<file path="src/rtl/fault_response_pkg.sv">
// constants shared by the fault response logic
// Behaviour
// [RULE1] Undervoltage action 00: channel keeps running; only the status is reported.
// [RULE2] Action 01: keep running for the delay, then act per retry field if fault persists.
// [RULE3] Action 10: disable the output on detection, then follow the retry field.
// [RULE4] Writing 11 to the undervoltage action field is refused and flags CML.
// [RULE5] Retry 000 to 110: stay off until faults cleared, commanded off, or bias lost.
// [RULE6] Retry 111: restart without limit until commanded off or otherwise stopped.
// [RULE7] Restart spacing comes from the retry interval setting, not the action byte.
// [RULE8] Delay field counts 10 us units, used by the deglitched action only.
// [RULE9] Every action sets its status bit and raises ALERT unless masked.
// [RULE10] Status bits clear only by clear command, off-then-on, or bias loss.
// [RULE11] Turn-on timeout sets none-of-above, VOUT word bit, timeout bit, and ALERT.
// [RULE12] Turn-on timeout action value zero disables that action.
// [RULE13] The turn-on timeout action command carries exactly one data byte.
// [RULE14] Overcurrent action byte: read/write at code 47h, default 00h.
// [RULE15] Undervoltage fault sets the VOUT word bit and undervoltage status bit.
// [RULE16] Undervoltage detection is suppressed when inactive or ramping.
// [RULE17] Deglitch count starts at detection and is abandoned if the fault leaves.
package fault_response_pkg;
  localparam int CLK_PERIOD_NS = 25;
  localparam int TICK_US       = 10;
  localparam int TICK_CYCLES   = (TICK_US * 1000) / CLK_PERIOD_NS;
  localparam logic [8:0] TICK_LAST = 9'(TICK_CYCLES - 1);

  localparam logic [7:0] CMD_OPERATION  = 8'h01;
  localparam logic [7:0] CMD_CLEAR      = 8'h03;
  localparam logic [7:0] CMD_UV_RESP    = 8'h45;
  localparam logic [7:0] CMD_OC_RESP    = 8'h47;
  localparam logic [7:0] CMD_TON_RESP   = 8'h63;
  localparam logic [7:0] CMD_ST_BYTE    = 8'h78;
  localparam logic [7:0] CMD_ST_WORD    = 8'h79;
  localparam logic [7:0] CMD_ST_VOUT    = 8'h7A;
  localparam logic [7:0] CMD_RETRY_INT  = 8'hF0;
  localparam logic [7:0] CMD_ALERT_MASK = 8'hF1;

  localparam logic [7:0] OC_RESP_RST    = 8'h00;
  localparam logic [7:0] UV_RESP_RST    = 8'h80;
  localparam logic [7:0] TON_RESP_RST   = 8'h80;
  localparam logic [7:0] RETRY_INT_RST  = 8'h0A;
  localparam logic [7:0] OPERATION_RST  = 8'h80;
  localparam logic [7:0] ALERT_MASK_RST = 8'h00;

  localparam int RESP_HI  = 7;
  localparam int RESP_LO  = 6;
  localparam int RETRY_HI = 5;
  localparam int RETRY_LO = 3;
  localparam int DELAY_HI = 2;
  localparam int DELAY_LO = 0;
  localparam logic [1:0] RESP_IGNORE   = 2'h0;
  localparam logic [1:0] RESP_DEGLITCH = 2'h1;
  localparam logic [1:0] RESP_SHUTDOWN = 2'h2;
  localparam logic [1:0] RESP_BAD      = 2'h3;
  localparam logic [2:0] RETRY_FOREVER = 3'h7;

  localparam int OP_ON_BIT = 7;
  localparam int SB_NONE   = 0;
  localparam int SB_CML    = 1;
  localparam int SV_TON    = 2;
  localparam int SV_UV     = 4;
  localparam int SW_VOUT   = 15;
  localparam int MASK_UV   = 0;
  localparam int MASK_TON  = 1;
  localparam int MASK_CML  = 2;
endpackage

</file>
<file path="src/rtl/fault_action_if.sv">
// carrier between the top and one fault action unit
`timescale 1ns/1ps
`default_nettype none
interface fault_action_if;
  logic [7:0] respByte;
  logic       respEnable;
  logic       fault;
  logic       tick;
  logic       clear;
  logic [7:0] retryInterval;
  logic       faultEvent;
  logic       outputOff;
  modport unit (input respByte, respEnable, fault, tick, clear, retryInterval,
                output faultEvent, outputOff);
  modport ctrl (output respByte, respEnable, fault, tick, clear, retryInterval,
                input faultEvent, outputOff);
endinterface
`default_nettype wire

</file>
<file path="src/rtl/fault_action_unit.sv">
// one fault's action sequencer: ignore, deglitch, shutdown and retry
`timescale 1ns/1ps
`default_nettype none
module fault_action_unit (
  input wire logic     sys_clk,
  input wire logic     rst_n,
  fault_action_if.unit act
);
  import fault_response_pkg::*;

  typedef enum logic [1:0] {ST_IDLE, ST_DEGLITCH, ST_OFF, ST_RETRY} act_state_e;
  act_state_e  state_reg, state_next;
  logic [7:0]  cnt_reg, cnt_next;
  logic        faultPrev_reg;

  wire [1:0] resp         = act.respByte[RESP_HI:RESP_LO];
  wire       retryForever = act.respByte[RETRY_HI:RETRY_LO] == RETRY_FOREVER;
  wire [7:0] delayUnits   = {5'h00, act.respByte[DELAY_HI:DELAY_LO]};
  wire       faultRise    = act.fault & ~faultPrev_reg;
  wire       cntZero      = cnt_reg == 8'h00;

  assign act.faultEvent = faultRise;
  assign act.outputOff  = (state_reg == ST_OFF) || (state_reg == ST_RETRY);

  always_comb begin
    state_next = state_reg;
    cnt_next   = cnt_reg;
    unique case (state_reg)
      ST_IDLE: begin
        // respEnable low leaves the fault reported but without action, see [RULE12]
        if (faultRise && act.respEnable) begin
          unique case (resp)
            RESP_DEGLITCH: begin // see [RULE17]
              state_next = ST_DEGLITCH;
              cnt_next   = delayUnits; // see [RULE8]
            end
            RESP_SHUTDOWN: state_next = ST_OFF; // see [RULE3]
            RESP_IGNORE, RESP_BAD: state_next = ST_IDLE; // see [RULE1]
          endcase
        end
      end
      ST_DEGLITCH: begin
        if (!act.fault) begin
          state_next = ST_IDLE; // see [RULE17]
        end else if (cntZero) begin
          state_next = ST_OFF; // see [RULE2]
        end else if (act.tick) begin
          cnt_next = cnt_reg - 8'h01;
        end
      end
      ST_OFF: begin
        if (retryForever) begin // see [RULE6]
          state_next = ST_RETRY;
          cnt_next   = act.retryInterval; // see [RULE7]
        end
      end
      ST_RETRY: begin
        if (cntZero) begin
          state_next = ST_IDLE;
        end else if (act.tick) begin
          cnt_next = cnt_reg - 8'h01;
        end
      end
    endcase
    // only clear or off leaves a latched shutdown, see [RULE5]
    if (act.clear) begin
      state_next = ST_IDLE;
    end
  end

  always_ff @(posedge sys_clk or negedge rst_n) begin
    if (!rst_n) begin
      state_reg     <= ST_IDLE;
      cnt_reg       <= 8'h00;
      faultPrev_reg <= 1'b0;
    end else begin
      state_reg     <= state_next;
      cnt_reg       <= cnt_next;
      faultPrev_reg <= act.fault;
    end
  end

  property p_ignore;
    @(posedge sys_clk) disable iff (!rst_n)
    (state_reg == ST_IDLE && resp == RESP_IGNORE && !act.clear) |=> !act.outputOff;
  endproperty
  a_ignore: assert property (p_ignore) else $error("ignore action disabled output"); // see [RULE1]

  property p_deglitch_expire;
    @(posedge sys_clk) disable iff (!rst_n)
    (state_reg == ST_DEGLITCH && act.fault && cntZero && !act.clear) |=> act.outputOff;
  endproperty
  a_deglitch_expire: assert property (p_deglitch_expire) else $error("no shutdown after delay"); // see [RULE2]

  property p_hard_off;
    @(posedge sys_clk) disable iff (!rst_n)
    (state_reg == ST_IDLE && faultRise && act.respEnable && resp == RESP_SHUTDOWN
     && !act.clear) |=> act.outputOff;
  endproperty
  a_hard_off: assert property (p_hard_off) else $error("shutdown action missed"); // see [RULE3]

  property p_latched;
    @(posedge sys_clk) disable iff (!rst_n)
    (state_reg == ST_OFF && !retryForever && !act.clear) |=> state_reg == ST_OFF;
  endproperty
  a_latched: assert property (p_latched) else $error("restart without retry"); // see [RULE5]

  property p_retry_load;
    @(posedge sys_clk) disable iff (!rst_n)
    (state_reg == ST_OFF && retryForever && !act.clear)
      |=> state_reg == ST_RETRY && cnt_reg == $past(act.retryInterval);
  endproperty
  a_retry_load: assert property (p_retry_load) else $error("retry interval not used"); // see [RULE7]

  property p_abandon;
    @(posedge sys_clk) disable iff (!rst_n)
    (state_reg == ST_DEGLITCH && !act.fault) |=> state_reg == ST_IDLE && !act.outputOff;
  endproperty
  a_abandon: assert property (p_abandon) else $error("glitch not abandoned"); // see [RULE17]

  c_deglitch_off: cover property (@(posedge sys_clk) disable iff (!rst_n)
    state_reg == ST_DEGLITCH ##1 state_reg == ST_OFF);
  c_retry_restart: cover property (@(posedge sys_clk) disable iff (!rst_n)
    state_reg == ST_RETRY ##1 state_reg == ST_IDLE);
endmodule
`default_nettype wire

</file>
<file path="src/rtl/fault_response_top.sv">
// fault status, alert and response configuration for one output channel
`timescale 1ns/1ps
`default_nettype none
module fault_response_top (
  input  wire logic        sys_clk,
  input  wire logic        rst_n,
  input  wire logic        channelRunPin,
  input  wire logic        uvComparator,
  input  wire logic        tonMaxExpired,
  input  wire logic        channelActive,
  input  wire logic        rampActive,
  input  wire logic        cmdValid,
  input  wire logic        cmdWrite,
  input  wire logic [7:0]  cmdCode,
  input  wire logic [1:0]  cmdLen,
  input  wire logic [7:0]  cmdData,
  output logic      [15:0] rdData,
  output logic             rdValid,
  output logic             channelEnable,
  output logic             alert,
  output logic      [7:0]  ocFaultAction
);
  import fault_response_pkg::*;

  // ----------------------------------------------------------------
  // pin synchronisers and time base
  // ----------------------------------------------------------------
  logic [2:0] runSync_reg, uvSync_reg;
  logic       runLevel_reg, uvLevel_reg, onPrev_reg;
  logic [8:0] tickCnt_reg;
  logic [7:0] uvResp_reg, ocResp_reg, tonResp_reg, retryInt_reg, operation_reg, mask_reg;
  logic       stUv_reg, stTon_reg, stCml_reg;

  always_ff @(posedge sys_clk or negedge rst_n) begin
    if (!rst_n) begin
      runSync_reg  <= 3'h0;
      uvSync_reg   <= 3'h0;
      runLevel_reg <= 1'b0;
      uvLevel_reg  <= 1'b0;
    end else begin
      runSync_reg <= {runSync_reg[1:0], channelRunPin};
      uvSync_reg  <= {uvSync_reg[1:0], uvComparator};
      if (runSync_reg[1] == runSync_reg[2]) begin
        runLevel_reg <= runSync_reg[2];
      end
      if (uvSync_reg[1] == uvSync_reg[2]) begin
        uvLevel_reg <= uvSync_reg[2];
      end
    end
  end

  wire tick        = tickCnt_reg == TICK_LAST;
  wire commandedOn = runLevel_reg & operation_reg[OP_ON_BIT];
  wire onRise      = commandedOn & ~onPrev_reg;

  always_ff @(posedge sys_clk or negedge rst_n) begin
    if (!rst_n) begin
      tickCnt_reg <= 9'h000;
      onPrev_reg  <= 1'b0;
    end else begin
      tickCnt_reg <= tick ? 9'h000 : tickCnt_reg + 9'h001;
      onPrev_reg  <= commandedOn;
    end
  end

  // ----------------------------------------------------------------
  // command decode
  // ----------------------------------------------------------------
  wire wrCmd     = cmdValid & cmdWrite;
  wire rdCmd     = cmdValid & ~cmdWrite;
  wire lenOne    = cmdLen == 2'h1;
  wire isUv      = cmdCode == CMD_UV_RESP;
  wire isOc      = cmdCode == CMD_OC_RESP;
  wire isTon     = cmdCode == CMD_TON_RESP;
  wire isRetry   = cmdCode == CMD_RETRY_INT;
  wire isOper    = cmdCode == CMD_OPERATION;
  wire isMask    = cmdCode == CMD_ALERT_MASK;
  wire isClear   = cmdCode == CMD_CLEAR;
  wire isStatus  = (cmdCode == CMD_ST_BYTE) | (cmdCode == CMD_ST_WORD) | (cmdCode == CMD_ST_VOUT);
  wire isByteReg = isUv | isOc | isTon | isRetry | isOper | isMask;
  wire uvBadResp = cmdData[RESP_HI:RESP_LO] == RESP_BAD;
  wire wrByteOk  = wrCmd & isByteReg & lenOne & ~(isUv & uvBadResp); // see [RULE4] [RULE13]
  wire clearCmd  = wrCmd & isClear & (cmdLen == 2'h0);
  wire cmlEvent  = (wrCmd & isByteReg & ~wrByteOk)
                 | (wrCmd & isClear & ~clearCmd)
                 | (wrCmd & ~isByteReg & ~isClear)
                 | (rdCmd & ~isByteReg & ~isStatus);
  // faults also release on the next off-then-on
  wire unitClear = clearCmd | ~commandedOn;
  wire statClear = clearCmd | onRise;

  always_ff @(posedge sys_clk or negedge rst_n) begin
    if (!rst_n) begin
      uvResp_reg    <= UV_RESP_RST;
      ocResp_reg    <= OC_RESP_RST; // see [RULE14]
      tonResp_reg   <= TON_RESP_RST;
      retryInt_reg  <= RETRY_INT_RST;
      operation_reg <= OPERATION_RST;
      mask_reg      <= ALERT_MASK_RST;
    end else if (wrByteOk) begin
      if (isUv) uvResp_reg <= cmdData;
      if (isOc) ocResp_reg <= cmdData; // see [RULE14]
      if (isTon) tonResp_reg <= cmdData; // see [RULE13]
      if (isRetry) retryInt_reg <= cmdData;
      if (isOper) operation_reg <= cmdData;
      if (isMask) mask_reg <= cmdData;
    end
  end

  // ----------------------------------------------------------------
  // fault action units
  // ----------------------------------------------------------------
  fault_action_if uvIf ();
  fault_action_if tonIf ();

  // qualified detection keeps ramps from tripping the channel, see [RULE16]
  wire uvQualified = uvLevel_reg & channelActive & ~rampActive;

  assign uvIf.respByte       = uvResp_reg;
  assign uvIf.respEnable     = 1'b1;
  assign uvIf.fault          = uvQualified;
  assign uvIf.tick           = tick;
  assign uvIf.clear          = unitClear;
  assign uvIf.retryInterval  = retryInt_reg;
  assign tonIf.respByte      = tonResp_reg;
  assign tonIf.respEnable    = tonResp_reg != 8'h00; // see [RULE12]
  assign tonIf.fault         = tonMaxExpired;
  assign tonIf.tick          = tick;
  assign tonIf.clear         = unitClear;
  assign tonIf.retryInterval = retryInt_reg;

  fault_action_unit uvUnit (.sys_clk(sys_clk), .rst_n(rst_n), .act(uvIf.unit));
  fault_action_unit tonUnit (.sys_clk(sys_clk), .rst_n(rst_n), .act(tonIf.unit));

  // ----------------------------------------------------------------
  // sticky status, alert, read back
  // ----------------------------------------------------------------
  wire [7:0]  statusByte = {6'h00, stCml_reg, stTon_reg} << 0;
  wire [7:0]  statusVout = {3'h0, stUv_reg, 1'b0, stTon_reg, 2'h0};
  wire [15:0] statusWord = {stUv_reg | stTon_reg, 7'h00, statusByte};
  wire alertNext = (stUv_reg & ~mask_reg[MASK_UV]) | (stTon_reg & ~mask_reg[MASK_TON])
                 | (stCml_reg & ~mask_reg[MASK_CML]);
  wire [7:0] byteRead = isUv ? uvResp_reg : isOc ? ocResp_reg : isTon ? tonResp_reg :
                        isRetry ? retryInt_reg : isOper ? operation_reg : mask_reg;
  wire [15:0] readMux = (cmdCode == CMD_ST_WORD) ? statusWord :
                        (cmdCode == CMD_ST_BYTE) ? {8'h00, statusByte} :
                        (cmdCode == CMD_ST_VOUT) ? {8'h00, statusVout} :
                        isByteReg ? {8'h00, byteRead} : 16'h0000;

  always_ff @(posedge sys_clk or negedge rst_n) begin
    if (!rst_n) begin
      stUv_reg      <= 1'b0;
      stTon_reg     <= 1'b0;
      stCml_reg     <= 1'b0;
      alert         <= 1'b0;
      rdData        <= 16'h0000;
      rdValid       <= 1'b0;
      channelEnable <= 1'b0;
    end else begin
      // set beats clear in the same cycle, see [RULE9] [RULE10]
      stUv_reg      <= uvIf.faultEvent | (stUv_reg & ~statClear); // see [RULE15]
      stTon_reg     <= tonIf.faultEvent | (stTon_reg & ~statClear); // see [RULE11]
      stCml_reg     <= cmlEvent | (stCml_reg & ~statClear); // see [RULE4]
      alert         <= alertNext; // see [RULE9]
      rdValid       <= rdCmd;
      rdData        <= rdCmd ? readMux : rdData;
      channelEnable <= commandedOn & ~uvIf.outputOff & ~tonIf.outputOff; // see [RULE5]
    end
  end

  assign ocFaultAction = ocResp_reg;

  property p_uv_bad_write;
    @(posedge sys_clk) disable iff (!rst_n)
    (wrCmd && isUv && uvBadResp) |=> stCml_reg && $stable(uvResp_reg);
  endproperty
  a_uv_bad_write: assert property (p_uv_bad_write) else $error("11 write not refused"); // see [RULE4]

  property p_one_byte;
    @(posedge sys_clk) disable iff (!rst_n)
    (wrCmd && isTon && !lenOne) |=> stCml_reg && $stable(tonResp_reg);
  endproperty
  a_one_byte: assert property (p_one_byte) else $error("bad length accepted"); // see [RULE13]

  property p_uv_status;
    @(posedge sys_clk) disable iff (!rst_n)
    uvIf.faultEvent |=> stUv_reg && statusWord[SW_VOUT] && statusVout[SV_UV];
  endproperty
  a_uv_status: assert property (p_uv_status) else $error("uv status not set"); // see [RULE15]

  property p_ton_status;
    @(posedge sys_clk) disable iff (!rst_n)
    tonIf.faultEvent |=> statusByte[SB_NONE] && statusWord[SW_VOUT] && statusVout[SV_TON];
  endproperty
  a_ton_status: assert property (p_ton_status) else $error("timeout status not set"); // see [RULE11]

  property p_alert;
    @(posedge sys_clk) disable iff (!rst_n)
    (stUv_reg && !mask_reg[MASK_UV]) |=> alert;
  endproperty
  a_alert: assert property (p_alert) else $error("alert not raised"); // see [RULE9]

  property p_sticky;
    @(posedge sys_clk) disable iff (!rst_n)
    (stTon_reg && !statClear) |=> stTon_reg;
  endproperty
  a_sticky: assert property (p_sticky) else $error("status bit lost"); // see [RULE10]

  property p_ton_zero;
    @(posedge sys_clk) disable iff (!rst_n)
    $rose(tonIf.outputOff) |-> $past(tonResp_reg) != 8'h00;
  endproperty
  a_ton_zero: assert property (p_ton_zero) else $error("zero action shut down"); // see [RULE12]

  property p_uv_masked;
    @(posedge sys_clk) disable iff (!rst_n)
    (!channelActive || rampActive) ##1 (!channelActive || rampActive) |-> !uvIf.faultEvent;
  endproperty
  a_uv_masked: assert property (p_uv_masked) else $error("uv seen while masked"); // see [RULE16]

  property p_oc_read;
    @(posedge sys_clk) disable iff (!rst_n)
    (rdCmd && isOc) |=> rdValid && rdData == {8'h00, $past(ocResp_reg)};
  endproperty
  a_oc_read: assert property (p_oc_read) else $error("oc action read wrong"); // see [RULE14]

  c_cml: cover property (@(posedge sys_clk) disable iff (!rst_n) cmlEvent ##1 alert);
  c_clear: cover property (@(posedge sys_clk) disable iff (!rst_n) stUv_reg ##1 clearCmd);
endmodule
`default_nettype wire

</file>
<file path="config.mk">
export PLATFORM = sky130hd
export DESIGN_NAME = fault_response_top
export DESIGN_NICKNAME = d
export VERILOG_FILES = /design/src/rtl/fault_response_pkg.sv /design/src/rtl/fault_action_if.sv /design/src/rtl/fault_action_unit.sv /design/src/rtl/fault_response_top.sv
export SDC_FILE = /design/constraint.sdc
export NUM_CORES = 1
export LEC_CHECK = 0
export ABC_CLOCK_PERIOD_IN_PS = 5000
export BUFFER_PORTS_ARGS = -buffer_cell sky130_fd_sc_hd__buf_2
export CAP_MARGIN = 20
export CORE_AREA = 3 3 139 141
export DETAILED_ROUTE_END_ITERATION = 12
export DIE_AREA = 0 0 142 144
export GPL_TIMING_DRIVEN = 0
export PLACE_DENSITY_LB_ADDON = 0.25
export SETUP_SLACK_MARGIN = 0.2
export SLEW_MARGIN = 20
export SYNTH_ARGS = -nofsm -noshare
export SYNTH_HDL_FRONTEND = slang
export SYNTH_SLANG_ARGS = --single-unit
</file>
<file path="constraint.sdc">
create_clock -name sys_clk -period 5 [get_ports sys_clk]
set_input_delay 0.25 -clock sys_clk [delete_from_list [all_inputs] [get_ports sys_clk]]
set_output_delay 0.25 -clock sys_clk [all_outputs]
set_load 0.05 [all_outputs]
</file>
==> impl_results.md, run 1 <==
* Routed len/inst at 18.2 um
* Fmax at ~410 MHz
* Post-synth cell types at slightly below 80
* Tcrit/Tclk final at 49.0%
* CP Data Required Time at 5.24 ns
* Area grow syn2layout at 17.1%
* Vias in the first global route at 4,263
* EDFF count, synth at 0
* DR iter-0 viols at 392
* H-tree depth at 3
* Synth Instances at 505
* Final hold viol count at 0
* Synthesized area at 5420 um2
* Crit path launch type: flip-flop
* Fraction of layout cells with a size suffix above 1 at 25.3%
* Total core area at 18,100 um2
* CP top delay family: buffers and inverters
* Avg Vias per Cell at 5.30
* Antenna violations before repair at 0
* Total power at 1.76 mW
* Critical path's slowest cell: dfrtp_1
* RSZ-0062 raised after global routing: no
* Die W at 142 um
* Worst Path Buf+Inv at 3
* Cell repeated most along the worst path: clkbuf_1
* GR Overflow Total at 0
* Half-perimeter wire length after detailed placement at 11,000 um
* Most common cell after layout, fill and taps aside: dfrtp_1
* Area occupied by multi-input gates at ~2700 um2
* Max Slew Vio Count at 0
* Final min period at 2.45 ns
* Post-route DRC at 0
* Hold-fix buffers at CTS at 3
* Initial core utilization at between 20% and 30%
* Row count at 49
* Port Buf Inserts at 46
* First-pass GRT wire length at 23,900 um
* Sequential share of the synthesized area at 47.7%
* CTS tree: done
* Placed Area at 5990 um2
* Reg area at 2580 um2
* VDD IR max at between 150 and 200 uV
* Final net count at ~600
* Clock latency on the worst-skew pair at 0.36 ns
* Ant diodes at 0
* Synthesis Warnings at 0
* DR pass1 iterations at 5
* Critical Path Sink Type: flip-flop
* Status: finished clean
* Critical Path Max Stage Delay at 0.40 ns
* Power per Cell Area at 277 nW/um2
* Arr. time, crit path at 2.69 ns
* Clock sinks at a little over 100
* Cells along the critical path: ha_1 > and3_1 > clkbuf_1 > and4_1 > clkbuf_1 > a31oi_1 > clkbuf_1 > a221o_1
* Fillers at 1,806
* Clock Path Buffers at 2
* Number of CTS-inserted buffers at 9
* Post-route cell area at 6350 um2
* CP Class: reg -> reg
* Critical path peak fanout at 10
* Max-cap violations at 0
* Final setup fails at 0
* Async S/R FF share, synth at 100%
* Most frequent cells in the layout: 98 x dfrtp_1, 45 x mux2_2, 45 x buf_2
* Setup_tns at 0 ns
* CTS root buffer: clkbuf_16
* CTS clk-pin slew, worst paths at roughly 0.070 ns
* Pin count of the biggest net entering global routing at 72
* # IOs at 54
* Worst clock skew at 0.00979 ns
* Max_slew headroom at 29.8%
* Setup bufs post-CTS at 0
* Vias at 4,274
* Primary flip-flop cell chosen by synthesis mapping: dfrtp_1
* Worst Tran Pin Value at 1.04 ns
* Average instance area after synthesis at 10.7 um2
* Die ar. at 20,400 um2
* P_leak at 2.93 nW
* DRT antenna net count at 0
* #FFs+latches synth at 103
* Routed wire length at around 15,000 um
* Gr usage total at 14.9%
* Setup slack, reg-to-reg at roughly 2.6 ns
* HP Class: in -> reg
* Die Height at approximately 140 um
* Gpl congestion at between 0.8 and 0.9
* Post-CTS Resized at 0
-- layer usage --
layer | part of all wire [%] | track usage, %
met3 | 4.5 | 3.34
met2 | 49 | 24.6
met4 | 1.3 | 3.23
met1 | 46 | 20.1
met5 | 0 | 0
-- where the power goes --
group,internal (mW),switching (mW)
logic,0.0427,0.0889
clock network,0.416,0.349
registers,0.848,0.0122
-- cell families (layout without fill, tap and decap cells) --
group	Yosys count	in the layout	share of synthesized area [%]
DFF	103	103	47.7
AOI/OAI and AO/OA	108	108	14.2
xor gates and xnor gates	6	6	0.969
and+or+nand+nor	173	173	17.9
muxes	67	67	14.1
adders and majority gates	6	6	1.29
other	1	7	0.0692
buffers and inverters	41	107	3.74
-- cell usage after synthesis, drive strengths merged (6+ instances only) --
cell type | number | share of area, %
dfrtp | 98 | 45
mux2 | 53 | 12
nor2 | 41 | 3.0
nand2 | 26 | 1.8
o21ai | 25 | 2.3
nand3 | 22 | 2.1
a21oi | 17 | 1.6
clkbuf | 15 | 1.0
inv | 14 | 0.97
mux2i | 14 | 2.6
nor3 | 14 | 1.4
buf | 11 | 1.7
nand4 | 9 | 1.0
nor2b | 8 | 0.92
and3 | 6 | 0.69
nand2b | 6 | 0.69
nor4 | 6 | 1.1
-- worst reg2reg max path, delay by kind of cell (launching register included) --
kind,cells,cell delay [ns]
AO/OA/AOI/OAI,2,0.58
buffers and inverters,3,0.78
flip-flops,1,0.40
AND/OR/NAND/NOR,2,0.40
adder cells (fa/ha/maj),1,0.19
-- stage by stage --
step | utilization [%] | hold slack [ns] | setup WS [ns] | cells
2_1_floorplan | - | -0.0456 | 2.95 | 511
3_3_place_gp | 33.0 | 0.333 | 2.41 | 786
4_1_cts | 35.1 | 0.0679 | 2.55 | 806
5_1_grt | 35.1 | 0.0704 | 2.31 | 806
3_5_place_dp | 33.1 | 0.163 | 2.46 | 787
6_report | 35.1 | 0.0826 | 2.55 | 806
-- worst paths after layout --
| check | startpoint | end | depth (start not counted) |
|---|---|---|---|
| worst max-delay path | tickCnt_reg[0] | uvUnit.cnt_reg[2] | 8 |
| worst min-delay path | tonMaxExpired | tonUnit.faultPrev_reg | 1 |
| worst max register to register | tickCnt_reg[0] | uvUnit.cnt_reg[2] | 8 |
| min in group asynchronous | rst_n | tickCnt_reg[1] | 2 |
| max in group asynchronous | rst_n | operation_reg[7] | 3 |
| worst min register to register | runSync_reg[0] | runSync_reg[1] | 0 |
-- final cells by class --
class / count / area share, %
Inverter: 15 / 0.887
Buffer: 26 / 2.31
Tap cell: 229 / 4.51
Multi-Input combinational cell: 367 / 41.9
Timing Repair Buffer: 50 / 4.63
Clock inverter: 6 / 1.36
Clock buffer: 10 / 3.76
Sequential cell: 103 / 40.7
Note: power is estimated with default switching activity, not from simulation.
==> inputs of run 2 (changes only) <==
--- a/config.mk
+++ b/config.mk
@@ -5,7 +5,8 @@
 export SDC_FILE = /design/constraint.sdc
 export NUM_CORES = 1
 export LEC_CHECK = 0
-export ABC_CLOCK_PERIOD_IN_PS = 5000
+export ABC_AREA = 1
+export ABC_CLOCK_PERIOD_IN_PS = 2070
 export BUFFER_PORTS_ARGS = -buffer_cell sky130_fd_sc_hd__buf_2
 export CAP_MARGIN = 20
 export CORE_AREA = 3 3 139 141
==> constraint.sdc (replaced) <==
create_clock -name sys_clk -period 2.07 [get_ports sys_clk]
set_input_delay 0.1035 -clock sys_clk [delete_from_list [all_inputs] [get_ports sys_clk]]
set_output_delay 0.1035 -clock sys_clk [all_outputs]
set_load 0.05 [all_outputs]
==> run 2 against run 1 <==
Sequential share of layout area down 1.0 points; count of clock-buffer cells in the layout is the same; wire length grew 0.40%; flip-flop and latch count unchanged; register-to-register slack worse by 2.2 ns; via count increased by 13%; worst hold slack got worse by 0.029 ns; first-iteration DRC count rose by 5.6%; cell area up 2.5%; highest routed layer unchanged.
==> impl_results.md, run 2 <==
* Sequential share of the synthesized area at 47.8% (+0.14 points)
* Pin count of the biggest net entering global routing at 72 (unchanged)
* First-pass GRT wire length at 23,500 um (-2.0%)
* Final net count at 838 (+39%)
* Fraction of layout cells with a size suffix above 1 at 17.7% (-7.6 points)
* Final min period at 1.75 ns (-0.697 ns)
* Port Buf Inserts at 46 (unchanged)
* R2R Path End: uvUnit.cnt_reg[4]
* H-tree depth at 3 (unchanged)
* Ant diodes at 0 (unchanged)
* Most frequent cells in the layout: 293 x nand2_1, 98 x dfrtp_1, 71 x inv_1
* Crit path launch type: flip-flop
* DR iter-0 viols at 414 (+5.6%)
* Die ar. at 20,400 um2 (unchanged)
* Initial core utilization at 29.9% (-0.090 points)
* Setup WS pre-CTS at -0.147 ns (-2.61 ns)
* Cell repeated most along the worst path: nand2_1
* Die W at 142 um (unchanged)
* Gr usage total at 14.7% (-0.16 points)
* Avg Vias per Cell at 4.64 (-13%)
* Clock Path Buffers at 2 (unchanged)
* Critical Path Sink Type: flip-flop
* Most common cell after layout, fill and taps aside: nand2_1
* Post-synth cell types at 46 (-40%)
* Primary flip-flop cell chosen by synthesis mapping: dfrtp_1
* Synth Instances at 727 (+44%)
* # IOs at 54 (unchanged)
* DRT antenna net count at 0 (unchanged)
* P_leak at 3.43 nW (+17%)
* Vias in the first global route at 4,481 (+5.1%)
* Critical path's slowest cell: dfrtp_1
* Power per Cell Area at 629 nW/um2 (+130%)
* CTS clk-pin slew, worst paths at 0.07 ns (about the same)
* Worst clock skew at 0.0104 ns (+0.000591 ns)
* Total core area at 18,100 um2 (unchanged)
* Hold Path Stages at 3 (+2)
* Synth area leader: dfrtp_1
* Clock latency on the worst-skew pair at 0.35 ns (about the same)
* VDD IR max at 356 uV (+110%)
* Top area cells in the synthesized netlist: dfrtp_1 45%, nand2_1 21%, inv_1 5.1%, o21ai_0 4.2%, nor2_1 3.7%
* Final setup fails at 0 (unchanged)
* CTS tree: done
* Arr. time, crit path at 1.98 ns (-0.71 ns)
* Routed wire length at 14,700 um (+0.40%)
* Post-route DRC at 0 (unchanged)
* CP top delay family: simple AND/OR/NAND/NOR gates
* Synthesis Warnings at 0 (unchanged)
* Status: finished clean
* Area grow syn2layout at 20.4%
* CTS root buffer: clkbuf_16
* Most numerous cell in the Yosys netlist: nand2_1
* Critical path peak fanout at 9 (-1)
* CP Data Required Time at 2.30 ns (-2.94 ns)
* R2R Path Start: uvUnit.state_reg[0]
* Final Util at 36.0% (+0.89 points)
* Hold WS at 0.0531 ns (-0.0294 ns)
* Max Slew Vio Count at 0 (unchanged)
* Hold_sp: cmdData[1]
* Row count at 49 (unchanged)
* EDFF count, synth at 0 (unchanged)
* HP Class: in -> reg
* Number of CTS-inserted buffers at 9 (unchanged)
* Routed len/inst at 14.1 um (-22%)
* Final hold viol count at 0 (unchanged)
* #FFs+latches synth at 103 (unchanged)
* Top cells by count, synth: 297 x nand2_1, 98 x dfrtp_1, 74 x inv_1
* Worst Path Buf+Inv at 3 (unchanged)
* RSZ-0062 raised after global routing: no
* Critical Path Max Stage Delay at 0.36 ns (-0.04 ns)
* Async S/R FF share, synth at 100% (unchanged)
* GR Overflow Total at 0 (unchanged)
* Max-cap violations at 0 (unchanged)
* CP Class: reg -> reg
* Synthesized area at 5410 um2 (-0.30%)
* Final WS setup at 0.317 ns (-2.23 ns)
* Fmax at 571 MHz (+40%)
* Tcrit/Tclk final at 84.7% (+36 points)
* Die Height at 144 um (unchanged)
* Antenna violations before repair at 0 (unchanged)
* Half-perimeter wire length after detailed placement at 10,600 um (-3.2%)
* Average instance area after synthesis at 7.43 um2 (-31%)
* Worst Reg-to-Reg Cells at 10 (+2)
* Setup slack, reg-to-reg at 0.32 ns (-2.23 ns)
* Setup_tns at 0 ns (unchanged)
* Gpl congestion at 0.830 (-4.9%)
* DR pass1 iterations at 6 (+1)
* Vias at 4,826 (+13%)
* Synth top area share at 45.4% (+0.14 points)
* Cells along the critical path: clkbuf_2 > nor2_2 > nand2_1 > a21boi_2 > nand2_1 > nor2_2 > buf_4 > buf_4 > nand2_1 > o21ai_0
* Hold EP: retryInt_reg[1]
* Clock sinks at 103 (unchanged)
-- run 2: cell count changes after synthesis, moves of 10 or more --
cell,delta
inv_1,+60
nor2_1,+15
mux2i_1,-14
mux2_2,-45
inv_2,+13
nand2_1,+271
clkbuf_1,-10
o21ai_0,+21
-- run 2: cell type report --
class	count	area, um2
Inverter	88	330
Timing Repair Buffer	62	395
Timing Repair inverter	1	7.51
Buffer	16	105
Sequential cell	103	2580
Clock inverter	6	66.3
Fill cell	1897	11600
Tap cell	229	287
Clock buffer	10	239
Multi-Input combinational cell	526	2500
-- run 2: tightest hold or removal path: stages --
cell and delay, ns:
buf_2 0.17, nand2_1 0.08, nand2_1 0.05
-- run 2: metrics by stage --
| stage | instance area, um2 | std cells | total power [mW] |
|---|---|---|---|
| 2_1_floorplan | 5430 | 733 | 2.22 |
| 3_3_place_gp | 5940 | 1008 | 2.34 |
| 3_5_place_dp | 5980 | 1009 | 2.35 |
| 4_1_cts | 6400 | 1035 | 4.14 |
| 5_1_grt | 6510 | 1041 | 4.25 |
| 6_report | 6510 | 1041 | 4.09 |
-- run 2: cells by family (layout without fill, tap and decap cells) --
| logic type | Yosys count | in the layout | synth area share, % |
|---|---|---|---|
| XOR/XNOR | 7 | 7 | 1.13 |
| AND/OR/NAND/NOR | 408 | 408 | 31.7 |
| buffers and inverters | 104 | 183 | 7.96 |
| other | 1 | 7 | 0.0694 |
| flip-flops | 103 | 103 | 47.8 |
| AO/OA/AOI/OAI | 98 | 98 | 10.1 |
| adder cells (fa/ha/maj) | 6 | 6 | 1.30 |
-- run 2: what timing repair did --
item,CTS,global route
buffers inserted,3,6
endpoints found under the hold margin,36,0
endpoints found under the setup margin,16,45
resized for setup,11,22
hold buffers,6,0
cloned,1,0
pin swaps,1,5
-- run 2: worst max-delay path by stage --
stage                   startpoint            endpoint  slack, ns  depth (start not counted)
3_5_place_dp        tickCnt_reg[0]  tonUnit.cnt_reg[2]      -0.15                         10
5_1_grt         tonUnit.cnt_reg[0]  tonUnit.cnt_reg[7]       0.18                         13
2_1_floorplan       tickCnt_reg[0]   uvUnit.cnt_reg[5]       0.37                         13
6_report       uvUnit.state_reg[0]   uvUnit.cnt_reg[4]       0.32                         10
3_3_place_gp                 rst_n      tickCnt_reg[6]      -0.36                          1
4_1_cts             tickCnt_reg[0]  tonUnit.cnt_reg[1]       0.20                         11
-- run 2: where the power goes --
part | internal [mW] | leakage (nW) | switching [mW]
logic | 0.0779 | 1.98 | 0.202
clock network | 0.978 | 0.153 | 0.789
registers | 2.04 | 1.30 | 0.0119
-- run 2: per-layer routing --
metal | vias up | share of wire (%) | global-route usage, %
met4 | 0 | 1.8 | 5.91
met1 | 2257 | 51 | 21.8
met3 | 19 | 4.3 | 2.55
met5 | - | 0 | 0
li1 | 2448 | - | -
met2 | 102 | 43 | 21.4
